<file path="src/ptf_pkg.sv">
package ptf_pkg;
	localparam int CLK_NS = 5;
	localparam int CH_P = 8;
	localparam int CH_0 = 0;
	// Bit cells at the recording speed of 100 ips.
	localparam int CELL_1600_NS = 6250;
	localparam int CELL_3200_NS = 3125;
	localparam int HALF_W = 10;
	localparam logic [HALF_W-1:0] HALF_1600_CYC =
		HALF_W'(CELL_1600_NS / 2 / CLK_NS);
	localparam logic [HALF_W-1:0] HALF_3200_CYC =
		HALF_W'(CELL_3200_NS / 2 / CLK_NS);
	localparam int N_W = 7;
	localparam logic [N_W-1:0] AMBLE_ZEROS = 7'h28;
	localparam logic [N_W-1:0] FMK_CHARS = 7'h28;
	localparam logic [N_W-1:0] BURST_CHARS = 7'h40;
	localparam logic [8:0] FMK_MASK = 9'h1E5;
	localparam logic [8:0] ALL_ONES = 9'h1FF;
	localparam logic ERASE_POL = 1'b1;
	localparam logic [8:0] ERASE_V = {9{ERASE_POL}};
	localparam int REC_LIMIT = 150;
	localparam int BYTE_LIMIT = 65536;
	localparam int NEAR_REC_LIMIT = 8;
	localparam int NEAR_BYTE_LIMIT = 4096;
	localparam logic [6:0] REC_IPS = 7'h64;
	localparam int REINSTRUCT_NS = 2000000;
	localparam int RAMP_NS = 10000000;
	localparam int REINSTRUCT_CYC = REINSTRUCT_NS / CLK_NS;
	localparam int RAMP_CYC = RAMP_NS / CLK_NS;
	localparam int TMR_W = 24;
	typedef enum logic [2:0] {
		FS_IDLE = 3'h0, FS_PRE0 = 3'h1, FS_PRE1 = 3'h3, FS_DATA = 3'h2,
		FS_POST1 = 3'h6, FS_POST0 = 3'h7, FS_IDB = 3'h5, FS_FMK = 3'h4
	} ptf_fmt_e;
	typedef enum logic [2:0] {
		MS_STOP = 3'h0, MS_RUN = 3'h1, MS_WAIT = 3'h3, MS_DECF = 3'h2,
		MS_ACCR = 3'h6, MS_DECR = 3'h7
	} ptf_mot_e;
	// Channel 0 carries the byte's most significant bit.
	function automatic logic [8:0] ptf_chan(input logic [7:0] d);
		return {~^d, d[0], d[1], d[2], d[3], d[4], d[5], d[6], d[7]};
	endfunction
	// Head level after the bit-time transition.
	function automatic logic [8:0] ptf_tgt(input logic [8:0] c);
		return c ^ {9{~ERASE_POL}};
	endfunction
endpackage

</file>
<file path="src/ptf_formatter.sv">
`timescale 1ns/1ps
// How it works
// - Forward one goes to erase polarity.
// - Every bit cell transitions at bit time.
// - Equal neighbour bits get phase transition.
// - Differing neighbour bits: no phase transition.
// - 1600 bpi, optional 3200 bpi density.
// - Channels 0..7 data MSB first, P parity.
// - Parity makes each data character odd.
// - No CRC or LRC characters appended.
// - Preamble: forty zeros then all ones.
// - Reader syncs on ones after zero run.
// - Postamble: all ones then forty zeros.
// - 1600 burst in channel P, rest erased.
// - 3200 burst goes in channel zero.
// - File mark: 40 chars, fixed channel set.
// - Cache counts records and bytes, limited.
// - Host stalls while a limit is reached.
// - Near tape end, limits shrink.
// - Missed reinstruct deadline triggers repositioning.
// - Reposition: decel fwd, accel rev, decel.
// - Timely same command keeps tape streaming.
// - Opposite direction adds extra repositioning.
// - Reverse peak speed equals 100 ips.
// - Strobe pulses per character taken.

// ----------------------------------------------------------------
// Write cache FIFO
// ----------------------------------------------------------------
module ptf_fifo #(
	parameter int W = 9,
	parameter int D = 16
) (
	input wire logic clk,
	input wire logic rst_b,
	input wire logic [W-1:0] in_data,
	input wire logic in_valid,
	output logic in_ready,
	output logic [W-1:0] out_data,
	output logic out_valid,
	input wire logic out_ready,
	output logic [$clog2(D):0] count
);
	localparam int AW = $clog2(D);
	logic [W-1:0] mem [D];
	logic [AW:0] wp_q, rp_q;
	wire push = in_valid & in_ready;
	wire pop = out_valid & out_ready;
	assign count = wp_q - rp_q;
	assign in_ready = count != (AW+1)'(D);
	assign out_valid = wp_q != rp_q;
	assign out_data = mem[rp_q[AW-1:0]];
	always_ff @(posedge clk) begin
		if (push) begin
			mem[wp_q[AW-1:0]] <= in_data;
		end
	end
	always_ff @(posedge clk or negedge rst_b) begin
		if (!rst_b) begin
			wp_q <= '0;
			rp_q <= '0;
		end else begin
			wp_q <= wp_q + (AW+1)'(push);
			rp_q <= rp_q + (AW+1)'(pop);
		end
	end
endmodule

// ----------------------------------------------------------------
// Block formatter, cache control and streaming motion
// ----------------------------------------------------------------
module ptf_formatter import ptf_pkg::*; #(
	parameter int DEPTH = 16,
	parameter int REINSTRUCT = REINSTRUCT_CYC,
	parameter int RAMP = RAMP_CYC
) (
	input wire logic clk,
	input wire logic rst_b,
	input wire logic [7:0] host_data,
	input wire logic host_last,
	input wire logic host_valid,
	output logic host_ready,
	output logic write_char_taken_strobe,
	input wire logic cmd_write,
	input wire logic cmd_fmark,
	input wire logic cmd_ident,
	input wire logic cmd_reverse,
	input wire logic dens_hi,
	input wire logic tape_end_near,
	input wire logic [8:0] rd_char,
	input wire logic rd_strobe,
	input wire logic rd_gap,
	output logic [8:0] trk,
	output logic wr_gate,
	output logic mot_rev,
	output logic [6:0] mot_speed,
	output logic [7:0] rd_data,
	output logic rd_valid,
	output logic underrun
);
	localparam int CW = $clog2(DEPTH) + 1;
	ptf_fmt_e fst_q, fst_d;
	ptf_mot_e mst_q, mst_d;
	logic [HALF_W-1:0] cnt_q;
	logic half_q, dens_q, last_q, last_d, pop, done, urun;
	logic [N_W-1:0] n_q, n_d;
	logic [8:0] char_q, char_d, trk_q, trk_d;
	logic [TMR_W-1:0] tmr_q, tmr_d;
	logic want_wr_q, want_fm_q, want_id_q, want_rv_q;
	logic extra_q, extra_d, retr_q, retr_d;
	logic near_m_q, near_q, rdy_q, stb_q, urun_q, rev_q;
	logic [6:0] spd_q;
	logic [7:0] rec_q;
	logic [16:0] byt_q;
	logic [8:0] f_data;
	logic f_valid, f_in_rdy;
	logic [CW-1:0] f_cnt;
	logic zrun_q, sync_q, rv_q;
	logic [7:0] rdd_q;
	logic gate_q;

	// ------------------------------------------------------------
	// Host side and cache limits
	// ------------------------------------------------------------
	wire push = host_valid & rdy_q & f_in_rdy;
	wire [7:0] rec_d = rec_q + 8'(push & host_last) - 8'(pop & f_data[8]);
	wire [16:0] byt_d = byt_q + 17'(push) - 17'(pop);
	wire [31:0] lim_rec = near_q ? NEAR_REC_LIMIT : REC_LIMIT;
	wire [31:0] lim_byt = near_q ? NEAR_BYTE_LIMIT : BYTE_LIMIT;
	// Counts lag ready by a cycle, so stop one short of each limit.
	wire rdy_d = (32'(f_cnt) + 1 < DEPTH) &
		(32'(rec_q) + 1 < lim_rec) & (32'(byt_q) + 1 < lim_byt);

	ptf_fifo #(.W(9), .D(DEPTH)) u_fifo (
		.clk(clk),
		.rst_b(rst_b),
		.in_data({host_last, host_data}),
		.in_valid(host_valid & rdy_q),
		.in_ready(f_in_rdy),
		.out_data(f_data),
		.out_valid(f_valid),
		.out_ready(pop),
		.count(f_cnt)
	);

	// ------------------------------------------------------------
	// Bit cell timing
	// ------------------------------------------------------------
	wire [HALF_W-1:0] half_len = dens_q ? HALF_3200_CYC : HALF_1600_CYC;
	wire active = fst_q != FS_IDLE;
	wire edge_ph = active & (cnt_q == '0) & half_q;
	wire edge_bt = active & (cnt_q == '0) & ~half_q;
	wire mot_ok = (mst_q == MS_RUN && tmr_q == '0) || mst_q == MS_WAIT;
	wire can_go = ~active & mot_ok;
	wire go_id = can_go & want_id_q;
	wire go_fm = can_go & ~want_id_q & want_fm_q;
	wire go_wr = can_go & ~want_id_q & ~want_fm_q & want_wr_q &
		(rec_q != '0);
	wire go = go_id | go_fm | go_wr;
	wire dat_q = fst_q inside {FS_PRE0, FS_PRE1, FS_DATA, FS_POST1,
		FS_POST0};
	wire dat_d = fst_d inside {FS_PRE0, FS_PRE1, FS_DATA, FS_POST1,
		FS_POST0};
	wire [3:0] burst_ch = dens_q ? 4'(CH_0) : 4'(CH_P);

	// ------------------------------------------------------------
	// Character sequence of a block, burst or file mark
	// ------------------------------------------------------------
	always_comb begin
		fst_d = fst_q;
		n_d = n_q;
		char_d = char_q;
		last_d = last_q;
		pop = 1'b0;
		done = 1'b0;
		urun = 1'b0;
		if (go) begin
			fst_d = go_id ? FS_IDB : (go_fm ? FS_FMK : FS_PRE0);
			n_d = 7'h01;
			char_d = '0;
			last_d = 1'b0;
		end else if (edge_ph) begin
			unique case (fst_q)
				FS_PRE0: begin
					if (n_q == AMBLE_ZEROS) begin
						fst_d = FS_PRE1;
						char_d = ALL_ONES;
					end else begin
						n_d = n_q + 7'h01;
					end
				end
				FS_PRE1, FS_DATA: begin
					// The block ends on the marked last byte, or early if the cache
					// runs empty; no check characters follow the data.
					if ((fst_q == FS_DATA && last_q) || !f_valid) begin
						fst_d = FS_POST1;
						char_d = ALL_ONES;
						urun = !(fst_q == FS_DATA && last_q);
					end else begin
						pop = 1'b1;
						fst_d = FS_DATA;
						char_d = ptf_chan(f_data[7:0]);
						last_d = f_data[8];
					end
				end
				FS_POST1: begin
					fst_d = FS_POST0;
					char_d = '0;
					n_d = 7'h01;
				end
				FS_POST0, FS_IDB, FS_FMK: begin
					if (n_q == (fst_q == FS_IDB ? BURST_CHARS :
						(fst_q == FS_FMK ? FMK_CHARS : AMBLE_ZEROS))) begin
						fst_d = FS_IDLE;
						done = 1'b1;
					end else begin
						n_d = n_q + 7'h01;
					end
				end
				FS_IDLE: begin
				end
			endcase
		end
	end

	// ------------------------------------------------------------
	// Head levels
	// ------------------------------------------------------------
	always_comb begin
		trk_d = trk_q;
		if (go) begin
			trk_d = go_wr ? ~ptf_tgt('0) : ERASE_V;
		end else if (fst_q == FS_FMK && (edge_ph | edge_bt)) begin
			trk_d = trk_q ^ FMK_MASK;
		end else if (fst_q == FS_IDB && edge_bt) begin
			trk_d[burst_ch] = ~trk_q[burst_ch];
		end else if (edge_ph && dat_q && dat_d) begin
			trk_d = ~ptf_tgt(char_d);
		end else if (edge_bt && dat_q) begin
			trk_d = ptf_tgt(char_q);
		end
	end

	// ------------------------------------------------------------
	// Reel motion and reinstruct timing
	// ------------------------------------------------------------
	always_comb begin
		mst_d = mst_q;
		tmr_d = tmr_q;
		extra_d = extra_q;
		retr_d = retr_q;
		unique case (mst_q)
			MS_STOP: begin
				if (want_rv_q) begin
					mst_d = MS_DECF;
					tmr_d = TMR_W'(RAMP);
					extra_d = 1'b1;
				end else if (want_id_q | want_fm_q |
					(want_wr_q & (rec_q != '0))) begin
					mst_d = MS_RUN;
					tmr_d = TMR_W'(RAMP);
				end
			end
			MS_RUN: begin
				if (tmr_q != '0) begin
					tmr_d = tmr_q - 1'b1;
				end else if (!active && !go) begin
					mst_d = MS_WAIT;
					tmr_d = TMR_W'(REINSTRUCT);
				end
			end
			MS_WAIT: begin
				if (want_rv_q) begin
					mst_d = MS_DECF;
					tmr_d = TMR_W'(RAMP);
					extra_d = 1'b1;
				end else if (go) begin
					mst_d = MS_RUN;
					tmr_d = '0;
				end else if (tmr_q == '0) begin
					mst_d = MS_DECF;
					tmr_d = TMR_W'(RAMP);
				end else begin
					tmr_d = tmr_q - 1'b1;
				end
			end
			MS_DECF, MS_ACCR, MS_DECR: begin
				if (tmr_q != '0) begin
					tmr_d = tmr_q - 1'b1;
				end else begin
					tmr_d = TMR_W'(RAMP);
					mst_d = mst_q == MS_DECF ? MS_ACCR :
						(mst_q == MS_ACCR ? MS_DECR : MS_STOP);
					if (mst_q == MS_DECR && extra_q) begin
						// The second pass retraces the first, forward.
						mst_d = MS_ACCR;
						extra_d = 1'b0;
						retr_d = 1'b1;
					end else if (mst_q == MS_DECR) begin
						retr_d = 1'b0;
					end
				end
			end
			default: mst_d = MS_STOP;
		endcase
	end
	wire rev_d = (mst_d == MS_ACCR || mst_d == MS_DECR) && !retr_d;
	// The tape keeps running at speed while the reinstruct timer runs,
	// so a timely command finds it still at recording speed.
	wire [6:0] spd_d = (mst_d == MS_RUN || mst_d == MS_WAIT ||
		mst_d == MS_ACCR) ? REC_IPS : 7'h00;

	// ------------------------------------------------------------
	// Read preamble hunt
	// ------------------------------------------------------------
	wire sync_d = rd_gap ? 1'b0 : (sync_q | (rd_strobe & zrun_q &
		rd_char == ALL_ONES));
	wire zrun_d = rd_gap ? 1'b0 : (rd_strobe && !sync_q ?
		rd_char == '0 : zrun_q);

	// ------------------------------------------------------------
	// State registers
	// ------------------------------------------------------------
	always_ff @(posedge clk or negedge rst_b) begin
		if (!rst_b) begin
			fst_q <= FS_IDLE;
			mst_q <= MS_STOP;
			cnt_q <= '0;
			half_q <= 1'b0;
			dens_q <= 1'b0;
			n_q <= '0;
			char_q <= '0;
			last_q <= 1'b0;
			trk_q <= ERASE_V;
			tmr_q <= '0;
			extra_q <= 1'b0;
			retr_q <= 1'b0;
			gate_q <= 1'b0;
		end else begin
			fst_q <= fst_d;
			mst_q <= mst_d;
			cnt_q <= go ? half_len - 1'b1 : (cnt_q == '0 ?
				half_len - 1'b1 : cnt_q - 1'b1);
			half_q <= go ? 1'b0 : half_q ^ (active & (cnt_q == '0));
			dens_q <= active ? dens_q : dens_hi;
			n_q <= n_d;
			char_q <= char_d;
			last_q <= last_d;
			trk_q <= trk_d;
			tmr_q <= tmr_d;
			extra_q <= extra_d;
			retr_q <= retr_d;
			gate_q <= fst_d != FS_IDLE;
		end
	end

	// A command arriving as its own flag clears is kept.
	always_ff @(posedge clk or negedge rst_b) begin
		if (!rst_b) begin
			want_wr_q <= 1'b0;
			want_fm_q <= 1'b0;
			want_id_q <= 1'b0;
			want_rv_q <= 1'b0;
			near_m_q <= 1'b0;
			near_q <= 1'b0;
			rec_q <= '0;
			byt_q <= '0;
			rdy_q <= 1'b0;
			stb_q <= 1'b0;
			urun_q <= 1'b0;
			rev_q <= 1'b0;
			spd_q <= '0;
		end else begin
			want_wr_q <= cmd_write | (want_wr_q & ~go_wr);
			want_fm_q <= cmd_fmark | (want_fm_q & ~go_fm);
			want_id_q <= cmd_ident | (want_id_q & ~go_id);
			want_rv_q <= cmd_reverse | (want_rv_q & ~(mst_d == MS_DECF));
			near_m_q <= tape_end_near;
			near_q <= near_m_q;
			rec_q <= rec_d;
			byt_q <= byt_d;
			rdy_q <= rdy_d;
			stb_q <= pop;
			urun_q <= urun | (urun_q & ~go_wr);
			rev_q <= rev_d;
			spd_q <= spd_d;
		end
	end

	always_ff @(posedge clk or negedge rst_b) begin
		if (!rst_b) begin
			zrun_q <= 1'b0;
			sync_q <= 1'b0;
			rv_q <= 1'b0;
			rdd_q <= '0;
		end else begin
			zrun_q <= zrun_d;
			sync_q <= sync_d;
			rv_q <= rd_strobe & sync_q & ~rd_gap;
			rdd_q <= rd_strobe ? {rd_char[0], rd_char[1], rd_char[2],
				rd_char[3], rd_char[4], rd_char[5], rd_char[6],
				rd_char[7]} : rdd_q;
		end
	end

	assign host_ready = rdy_q;
	assign write_char_taken_strobe = stb_q;
	assign trk = trk_q;
	assign wr_gate = gate_q;
	assign mot_rev = rev_q;
	assign mot_speed = spd_q;
	assign rd_data = rdd_q;
	assign rd_valid = rv_q;
	assign underrun = urun_q;
endmodule

</file>
<file path="config.mk">
export PLATFORM = sky130hd
export DESIGN_NAME = ptf_formatter
export DESIGN_NICKNAME = d
export VERILOG_FILES = /design/src/ptf_pkg.sv /design/src/ptf_formatter.sv
export SDC_FILE = /design/constraint.sdc
export NUM_CORES = 1
export LEC_CHECK = 0
export BUFFER_PORTS_ARGS = -buffer_cell sky130_fd_sc_hd__buf_2
export CAP_MARGIN = 25
export CORE_MARGIN = 2
export CORE_UTILIZATION = 35
export CTS_CLUSTER_DIAMETER = 50
export DETAILED_ROUTE_END_ITERATION = 10
export PLACE_DENSITY = 0.62
export SYNTH_ARGS = -nofsm -noshare
export SYNTH_HDL_FRONTEND = slang
export SYNTH_SLANG_ARGS = --single-unit
</file>
<file path="constraint.sdc">
create_clock -name clk -period 5.8 [get_ports clk]
set_clock_uncertainty 0.05 [all_clocks]
set_input_delay 0.58 -clock clk [delete_from_list [all_inputs] [get_ports clk]]
set_output_delay 0.58 -clock clk [all_outputs]
set_load 0.01 [all_outputs]
</file>
==> summary.md, run 1 <==
| Metric | Value |
|---|---|
| Clk buf depth | `3` |
| Die area | `0.03992 sq mm` |
| Least-Margin Pin Slew | `1.034 ns` |
| DPL Wire Length | `18,200 um` |
| CP Launch Type | `flop` |
| Final min period | `5.225 ns` |
| Final setup viols | `0` |
| Most common cell after layout, fill and taps aside | `edfxtp_1` |
| Fraction of layout cells with a size suffix above 1 | `0.1665` |
| Area delta synth->final | `14.52%` |
| First-pass GRT wire length | `44,990 um` |
| Most frequent cells in the layout | `edfxtp_1, dfrtp_1, nor2_1, nand2_1, ha_1` |
| Sequential area share after synthesis | `0.5618` |
| Mapped Area | `0.01342 sq mm` |
| Status | `finished, violations left` |
| Worst path required time | `6.14 ns` |
| WHS | `-0.003701 ns` |
| Post-Place Worst Slack | `0.4681 ns` |
| Clock-pin slew on the worst setup and hold paths | `0.06 ns` |
| Tightest Hold Check Type | `input port to asynchronous set/reset pin` |
| Post-synth ARST share | `0.4706` |
| Share of the synthesized area in the top cell type | `0.3223` |
| GP Congestion | `0.7787` |
| H-Tree Depth | `2` |
| Max_slew headroom | `0.3082` |
| Vias/cell | `5.099` |
| Critical path capture point type | `flop` |
| Max Cap Violations | `0` |
| Failing checks | `hold timing` |
| Cells taking the most area after synthesis | `edfxtp_1, dfrtp_1, ha_1, mux4_2, nor2_1` |
| CP Data Arrival Time | `5.56 ns` |
| Post-cts sizing count | `0` |
| Final Hold Vio Count | `8` |
| I/O pin cnt | `59` |
| Mapped Avg Cell Area | `12.16 sq um` |
| Die width | `199.8 um` |
| Drt first pass iters | `7` |
| Overflow after GRT | `0` |
| Clock sinks | `272` |
| Vias in the first global route | `8,616` |
| RSZ-0062 raised after global routing | `false` |
| Cts hold-fix bufs | `0` |
| DRC errors left | `0` |
| Number of synthesized register bits | `272` |
| CTS tree | `built` |
| Placed cell count | `1,642` |
| Post-Route Setup TNS | `0 ns` |
| Most used DFF post-synth | `edfxtp_1` |
| Total wire length | `27,740 um` |
| Pin count of the biggest net entering global routing | `71` |
| Number of port buffers | `54` |
| Initial antenna violation count | `0` |
| Leak | `5.938 nW` |
| Post-CTS setup buffers | `0` |
| Root Buffer | `clkbuf_16` |
| Chip height | `199.8 um` |
| DR iter-0 viols | `615` |
| Worst setup path category | `flop to flop` |
| Peak Freq | `191.4 MHz` |
| Area of the multi-input gates | `0.005510 sq mm` |
| Core Footprint | `0.03767 sq mm` |
| Register Area | `0.007540 sq mm` |
| Worst setup margin | `0.5748 ns` |
| P per Cell Area | `436.2 mW/mm^2` |
| Synth area leader | `edfxtp_1` |
| Yosys warning count | `0` |
| Initial Util | `0.3562` |
| Clk_lat worst skew | `0.52 ns` |
| Post-route ant nets | `0` |
| Post-synth EDFFs | `144` |
| Vias | `8,704` |
| Total Routing Usage GR | `0.1423` |
| Synth cell types | `75` |
| Fillers | `3,529` |
| Routed WL per cell | `16.25 um` |
| VDD IR max | `0.1676 mV` |
| Core Util, Final | `0.4080` |
| Final Non-Filler Cells | `1,707` |
| Number of cell rows | `71` |
| Max-slew violations | `0` |
| CTS buffer count | `34` |
| Final nets | `1,273` |
| CP Max Fanout | `5` |
| Period utilisation layout | `0.9009` |
| Mapped Cells | `1,103` |
-- synth_stat cells (all sizes together) (12+ instances only) --
library cell    n
edfxtp        144
dfrtp         119
nor2          103
nand2          79
ha             71
o21ai          67
a21oi          60
inv            50
xnor2          39
mux4           37
nor3           30
clkbuf         27
nand3          23
xor2           21
nand4          15
buf            14
or3            14
mux2           13
and2           12
nand2b         12
-- area by class of cell --
type | instances | share of cell area
multi-input combinational | 742 | 0.3586
sequential | 272 | 0.4907
tap | 511 | 0.04161
clock inverter | 19 | 0.01230
clock buffer | 42 | 0.05863
inverter | 51 | 0.01246
antenna | 1 | 0.0001629
timing repair buffer | 69 | 0.02557
-- per-stage QoR --
| stage | power [W] | hold slack [ns] | instance area (sq um) |
|---|---|---|---|
| after floorplan | 0.004206 | 0.2344 | 13430 |
| after global placement | 0.004631 | 0.3059 | 14240 |
| after detailed placement | 0.004690 | 0.3042 | 14250 |
| after CTS | 0.006773 | 0.01208 | 15340 |
| after global routing | 0.007189 | 0.02723 | 15360 |
| final | 0.006703 | -0.003701 | 15370 |
-- report_power, final --
group,total (W),internal [W],switching (W)
Clock,0.00205,0.00121,0.000833
Sequential,0.00269,0.00235,0.000344
Combinational,0.00197,0.000898,0.00107
Total,0.00670,0.00446,0.00225
-- path summary, 6_finish.rpt --
check                                    from        end  slack, ns  cells after the start
worst max register to register       cnt_q[2]  byt_q[16]       0.57                     21
worst min-delay path                    rst_b   near_m_q     -0.004                      1
worst max-delay path                 cnt_q[2]  byt_q[16]       0.57                     21
worst min register to register       near_m_q     near_q       0.31                      0
max in group asynchronous               rst_b   underrun       4.39                      2
min in group clk                tape_end_near   near_m_q       0.13                      1
-- sequential cells by signal, summed over array words and instances (netlist names), 3 cells and up --
name / cells
byt_q: 17
char_q: 9
cnt_q: 10
fst_q: 3
mst_q: 3
n_q: 7
rd_data: 8
rec_q: 8
tmr_q: 24
trk: 9
u_fifo.mem: 144
u_fifo.rp_q: 5
u_fifo.wp_q: 5
-- critical path, stage by stage (launching register included) --
cell	delay, ns
dfrtp_1	0.42
or4_1	0.56
or4_1	0.48
or2_2	0.35
nor3_1	0.26
ha_1	0.25
nand2_1	0.09
nor2_2	0.21
ha_1	0.26
inv_1	0.06
ha_1	0.16
inv_1	0.06
fa_1	0.40
nor2b_1	0.13
o21ai_0	0.10
a21boi_0	0.27
o21a_1	0.18
o311ai_1	0.11
a31oi_1	0.32
a211o_1	0.18
a21oi_1	0.07
xor2_1	0.14
-- metal layers --
layer,vias to the layer above,share of wire,global-route usage
met3,44,0.046,0.02856
met1,4312,0.47,0.1895
li1,4183,-,-
met5,-,0,0
met4,0,0.019,0.04362
met2,165,0.47,0.2352
-- kinds of logic (layout without fill, tap and decap cells) --
kind of cell / Yosys count / count (layout) / share of synthesized area
DFF: 272 / 272 / 0.5618
other: 1 / 5 / 0.0002795
muxes: 52 / 52 / 0.07451
AOI/OAI and AO/OA: 216 / 216 / 0.1034
buffers and inverters: 92 / 181 / 0.02853
xor gates and xnor gates: 60 / 60 / 0.03916
adders and majority gates: 74 / 74 / 0.07068
and+or+nand+nor: 336 / 336 / 0.1216
(Power assumes the default switching activity.)
==> run 2: changes to the inputs <==
--- a/config.mk
+++ b/config.mk
@@ -7,11 +7,14 @@
 export LEC_CHECK = 0
 export BUFFER_PORTS_ARGS = -buffer_cell sky130_fd_sc_hd__buf_2
 export CAP_MARGIN = 25
+export CELL_PAD_IN_SITES_DETAIL_PLACEMENT = 0
+export CELL_PAD_IN_SITES_GLOBAL_PLACEMENT = 1
 export CORE_MARGIN = 2
 export CORE_UTILIZATION = 35
 export CTS_CLUSTER_DIAMETER = 50
 export DETAILED_ROUTE_END_ITERATION = 10
-export PLACE_DENSITY = 0.62
+export PLACE_DENSITY = 0.71
+export SKIP_LAST_GASP = 1
 export SYNTH_ARGS = -nofsm -noshare
 export SYNTH_HDL_FRONTEND = slang
 export SYNTH_SLANG_ARGS = --single-unit
==> summary.md, run 2 (synthesis results as in run 1) <==
| Metric | Value |
|---|---|
| Tightest Hold Check Type | `input port to asynchronous set/reset pin` |
| Clk buf depth | `3 (unchanged)` |
| Least-Margin Pin Slew | `1.000 ns (-0.03357 ns)` |
| First-pass GRT wire length | `45,130 um (+0.31%)` |
| Sequential share of power | `0.391 (-0.010)` |
| Clock share of power | `0.324 (+0.019)` |
| Max reg flops | `144 (unchanged)` |
| Cts hold-fix bufs | `0 (unchanged)` |
| Total wire length | `27,640 um (-0.39%)` |
| Die width | `199.8 um (unchanged)` |
| P per Cell Area | `443.8 mW/mm^2 (+1.7%)` |
| WHS | `-0.01597 ns (-0.01227 ns)` |
| Fraction of layout cells with a size suffix above 1 | `0.1713 (+0.004734)` |
| Period utilisation layout | `0.9131 (+0.01218)` |
| VDD IR max | `0.2194 mV (+31%)` |
| Post-CTS setup buffers | `0 (unchanged)` |
| Combinational share of power | `0.285 (-0.009)` |
| Drt first pass iters | `5 (-2)` |
| Initial antenna violation count | `0 (unchanged)` |
| CP Data Arrival Time | `5.64 ns (+0.08 ns)` |
| CP Launch Type | `flop` |
| Max Cap Violations | `0 (unchanged)` |
| Final setup viols | `0 (unchanged)` |
| Failing checks | `hold timing` |
| Worst setup path category | `flop to flop` |
| Final min period | `5.296 ns (+0.07066 ns)` |
| Total Routing Usage GR | `0.1429 (+0.0005232)` |
| I/O pin cnt | `59 (unchanged)` |
| Core Footprint | `0.03767 sq mm (unchanged)` |
| Pin count of the biggest net entering global routing | `66 (-7.0%)` |
| DR iter-0 viols | `495 (-20%)` |
| Status | `finished, violations left` |
| CTS buffer count | `36 (+5.9%)` |
| Area delta synth->final | `15.30%` |
| DRC errors left | `0 (unchanged)` |
| Number of cell rows | `71 (unchanged)` |
| Root Buffer | `clkbuf_16` |
| Overflow after GRT | `0 (unchanged)` |
| Leak | `6.005 nW (+1.1%)` |
| Vias | `8,579 (-1.4%)` |
| Clk_lat worst skew | `0.53 ns (about the same)` |
| Post-route ant nets | `0 (unchanged)` |
| Post-Place Worst Slack | `0.3930 ns (-0.07513 ns)` |
| Worst path required time | `6.15 ns (about the same)` |
| Antenna Cells | `0 (-1)` |
| Peak Freq | `188.8 MHz (-1.3%)` |
| RSZ-0062 raised after global routing | `false` |
| Chip height | `199.8 um (unchanged)` |
| Clock sinks | `272 (unchanged)` |
| CTS tree | `built` |
| DPL Wire Length | `18,190 um (about the same)` |
| Final nets | `1,275 (+0.16%)` |
| Fraction of power spent switching nets | `0.3303 (-0.005107)` |
| H-Tree Depth | `2 (unchanged)` |
| Die area | `0.03992 sq mm (unchanged)` |
| Number of port buffers | `54 (unchanged)` |
| Worst setup margin | `0.5042 ns (-0.07066 ns)` |
| Final Hold Vio Count | `6 (-2)` |
| Vias/cell | `5.023 (-1.5%)` |
| CP Max Fanout | `5 (unchanged)` |
| Routed WL per cell | `16.18 um (-0.44%)` |
| Max-slew violations | `0 (unchanged)` |
| Max_slew headroom | `0.3307 (+0.02246)` |
| Critical path capture point type | `flop` |
| Initial Util | `0.3562 (unchanged)` |
| Most frequent cells in the layout | `edfxtp_1, dfrtp_1, nor2_1, nand2_1, ha_1` |
| Vias in the first global route | `8,430 (-2.2%)` |
| Post-Route Setup TNS | `0 ns (unchanged)` |
| Clock-pin slew on the worst setup and hold paths | `0.06 ns (about the same)` |
| Sw Pwr | `0.002268 W (+0.87%)` |
| GP Congestion | `0.7900 (+1.5%)` |
| Cell Int Power | `0.004598 W (+3.2%)` |
| Most common cell after layout, fill and taps aside | `edfxtp_1` |
run 2: cell types whose count changed in the layout (fill, tap and decap cells not counted), sizes merged:
cell,before,now
clkinvlp,3,1
clkinv,9,8
diode,1,0
inv,56,58
clkbuf,42,44
bufinv,2,3
run 2: what timing repair did:
item                                    in CTS  in global routing
endpoints found under the setup margin       0                  1
endpoints found under the hold margin        0                  0
gates resized for setup                      0                  1
run 2: area by class of cell:
| cell class | instances | area (sq um) |
|---|---|---|
| Clock buffer | 44 | 975.9 |
| Timing Repair Buffer | 69 | 389.1 |
| Fill cell | 3569 | 22200 |
| Multi-Input combinational cell | 742 | 5510 |
| Tap cell | 511 | 639.4 |
| Sequential cell | 272 | 7540 |
| Clock inverter | 19 | 225.2 |
| Inverter | 51 | 191.4 |
run 2: worst paths after layout:
check / start / endpoint / slack (ns) / cells after the start
max: cnt_q[2] / byt_q[16] / 0.50 / 21
min: rst_b / tmr_q[4] / -0.02 / 1
max reg2reg: cnt_q[2] / byt_q[16] / 0.50 / 21
min reg2reg: near_m_q / near_q / 0.30 / 0
max in group asynchronous: rst_b / u_fifo.rp_q[0] / 4.37 / 2
min in group clk: tape_end_near / near_m_q / 0.12 / 1
run 2: worst max-delay path: stages (launching register included):
cell and delay [ns]:
dfrtp_1 0.41, or4_1 0.58, or4_1 0.48, or2_2 0.35, nor3_1 0.23, ha_1 0.24
nand2_1 0.09, nor2_1 0.25, ha_1 0.28, inv_1 0.05, ha_1 0.17, inv_1 0.06
fa_1 0.39, nor2b_1 0.13, o21ai_0 0.10, a21boi_0 0.25, o21a_1 0.20, o311ai_1 0.12
a31oi_1 0.32, a211o_1 0.19, a21oi_1 0.07, xor2_1 0.14
run 2: routing by layer:
layer,vias to the layer above,GRT usage,part of all wire
li1,4185,-,-
met3,44,0.02604,0.035
met5,-,0,0
met4,0,0.03731,0.017
met1,4235,0.1966,0.48
met2,115,0.2335,0.47
run 2: power by group through the flow:
stage               clock [W]  combinational (W)  sequential [W]
finish                0.00222            0.00196         0.00269
global route          0.00237            0.00226         0.00275
CTS                   0.00228            0.00198         0.00269
detailed placement          0            0.00197         0.00273
global placement            0            0.00193         0.00272
floorplan                   0            0.00160         0.00261
run 2: through the flow:
| stage | hold WS [ns] | power [W] | utilization | cells | area (sq um) |
|---|---|---|---|---|---|
| after global routing | 0.02649 | 0.007377 | 0.4107 | 1708 | 15470 |
| after detailed placement | 0.2896 | 0.004692 | 0.3785 | 1643 | 14250 |
| after global placement | 0.2896 | 0.004653 | 0.3785 | 1643 | 14250 |
| after floorplan | 0.2344 | 0.004206 | - | 1106 | 13430 |
| final | -0.01597 | 0.006866 | 0.4107 | 1708 | 15470 |
| after CTS | 0.01037 | 0.006950 | 0.4103 | 1706 | 15460 |
==> run 3: changes to the inputs <==
==> constraint.sdc (replaced) <==
create_clock -name clk -period 5.8 [get_ports clk]
set_clock_uncertainty 0.05 [all_clocks]
set_input_delay 1.16 -clock clk [delete_from_list [all_inputs] [get_ports clk]]
set_output_delay 1.16 -clock clk [all_outputs]
set_load 0.01 [all_outputs]
==> summary.md, run 3 (synthesis results as in run 1) <==
| Metric | Value |
|---|---|
| DR iter-0 viols | `687 (+39%)` |
| Slowest CP cell | `or4_1` |
| Largest delay share family, worst path | `simple AND/OR/NAND/NOR gates` |
| Status | `finished, final reports clean` |
| Hold EP | `near_q` |
| Overflow after GRT | `0 (unchanged)` |
| CP Data Arrival Time | `5.75 ns (+0.11 ns)` |
| Worst hold start | `near_m_q` |
| Register Area | `0.007540 sq mm (unchanged)` |
| Reg2Reg Depth | `21 (unchanged)` |
| Pin count of the biggest net entering global routing | `90 (+36%)` |
| Max-slew violations | `0 (unchanged)` |
| Final min period | `5.361 ns (+0.06545 ns)` |
| CP Max Fanout | `5 (unchanged)` |
| Most common cell after layout, fill and taps aside | `edfxtp_1` |
| First-pass GRT wire length | `45,170 um (about the same)` |
| Post-Route Setup TNS | `0 ns (unchanged)` |
| Clk_lat worst skew | `0.54 ns (about the same)` |
| RSZ-0062 raised after global routing | `false` |
| Final Hold Vio Count | `0 (-6)` |
| Worst setup path category | `flop to flop` |
| Drt first pass iters | `5 (unchanged)` |
| Max reg flops | `144 (unchanged)` |
| Final nets | `1,275 (unchanged)` |
| GP Congestion | `0.7854 (-0.58%)` |
| Worst setup margin | `0.4387 ns (-0.06545 ns)` |
| Post-Place Worst Slack | `0.4156 ns (+0.02263 ns)` |
| DRC errors left | `0 (unchanged)` |
| Leak | `6.038 nW (+0.55%)` |
| Overall power | `0.007041 W (+2.6%)` |
| Hold Path Stages | `0` |
| Most frequent cells in the layout | `edfxtp_1, dfrtp_1, nor2_1, nand2_1, ha_1` |
| Period utilisation layout | `0.9244 (+0.01128)` |
| Crit Reg-Reg Startpoint | `cnt_q[2]` |
| Vias in the first global route | `8,504 (+0.88%)` |
| Least-Margin Pin Slew | `1.003 ns (+0.002568 ns)` |
| Initial antenna violation count | `0 (unchanged)` |
| Core Footprint | `0.03767 sq mm (unchanged)` |
| Number of cell rows | `71 (unchanged)` |
| DPL Wire Length | `18,250 um (+0.31%)` |
| Total wire length | `27,620 um (about the same)` |
| Area delta synth->final | `16.02%` |
| Slowest cell delay on critical path | `0.58 ns (about the same)` |
| Vias/cell | `5.017 (-0.12%)` |
| Post-route ant nets | `0 (unchanged)` |
| CTS buffer count | `36 (unchanged)` |
| Dpl cell area | `0.01425 sq mm (unchanged)` |
| Tightest Hold Check Type | `flop to flop` |
| Worst path required time | `6.19 ns (+0.04 ns)` |
| Vias | `8,579 (unchanged)` |
| VDD IR max | `0.1970 mV (-10%)` |
| Total Routing Usage GR | `0.1432 (+0.0003454)` |
| Final setup viols | `0 (unchanged)` |
| Clock-pin slew on the worst setup and hold paths | `0.06 ns (about the same)` |
| CTS tree | `built` |
| Max Cap Violations | `0 (unchanged)` |
| H-Tree Depth | `2 (unchanged)` |
| Post-cts sizing count | `0 (unchanged)` |
| Peak Freq | `186.5 MHz (-1.2%)` |
| Antenna Cells | `0 (unchanged)` |
| Number of port buffers | `54 (unchanged)` |
| Fillers | `3,564 (-0.14%)` |
| Worst path buffer plus inverter count | `2 (unchanged)` |
| Root Buffer | `clkbuf_16` |
| Die area | `0.03992 sq mm (unchanged)` |
| I/O pin cnt | `59 (unchanged)` |
| CP most frequent cell | `ha_1` |
| R2R setup slack | `0.44 ns (-0.07 ns)` |
| Initial Util | `0.3562 (unchanged)` |
| Die width | `199.8 um (unchanged)` |
| Clock sinks | `272 (unchanged)` |
| Clk buf depth | `3 (unchanged)` |
| Max_slew headroom | `0.3290 (-0.001718)` |
| Chip height | `199.8 um (unchanged)` |
| Cts hold-fix bufs | `0 (unchanged)` |
| Fraction of layout cells with a size suffix above 1 | `0.1710 (-0.0002857)` |
| CP Launch Type | `flop` |
| Sequence of cells on the critical path | `or4_1 -> or4_1 -> or2_2 -> nor3_1 -> ha_1 -> nand2_1 -> nor2_1 -> ha_1 -> inv_1 -> ha_1 -> inv_1 -> fa_1 -> nor2b_1 -> o21ai_0 -> a21boi_0 -> o21a_1 -> o311ai_0 -> a31oi_1 -> a211o_1 -> a21oi_1 -> xor2_1` |
| Cell area after layout | `0.01557 sq mm (+0.62%)` |
| P per Cell Area | `452.3 mW/mm^2 (+1.9%)` |
| Routed WL per cell | `16.15 um (-0.16%)` |
| Area of the multi-input gates | `0.005510 sq mm (unchanged)` |
| Critical path capture point type | `flop` |
| Post-CTS setup buffers | `0 (unchanged)` |
| WHS | `0.2923 ns (+0.3083 ns)` |
| Worst r2r dst | `byt_q[16]` |
[run 3: how the worst max path moves through the flow]
stage	slack (ns)	end	from	cells past startpoint
floorplan	0.71	byt_q[16]	cnt_q[2]	22
global placement	0.49	byt_q[16]	cnt_q[2]	21
detailed placement	0.42	byt_q[16]	cnt_q[2]	21
CTS	0.38	byt_q[16]	cnt_q[2]	21
global route	0.01	byt_q[16]	cnt_q[2]	21
finish	0.44	byt_q[16]	cnt_q[2]	21
[run 3: area by class of cell]
cell class	count	share of cell area
clock buffers	47	0.06245
inverters	51	0.01230
flip-flops and latches	272	0.4843
multi-input cells	742	0.3540
well taps	511	0.04107
clock inverters	18	0.02090
repair buffers	69	0.02500
[run 3: metrics by stage]
stage	util	instances
global route	0.4133	1710
detailed placement	0.3785	1643
global placement	0.3785	1643
finish	0.4133	1710
CTS	0.4129	1708
floorplan	-	1106
[run 3: metal layers]
layer	GRT usage	up-vias	part of all wire
li1	-	4194	-
met1	0.1980	4194	0.47
met2	0.2323	142	0.46
met3	0.02369	49	0.040
met4	0.04335	0	0.023
met5	0	-	0
[run 3: report_power, final]
group          switching, W  leakage (nW)  internal (W)
Sequential         0.000346          2.86       0.00235
Combinational       0.00106          2.55      0.000901
Clock              0.000872         0.625       0.00152
Total               0.00228          6.04       0.00476
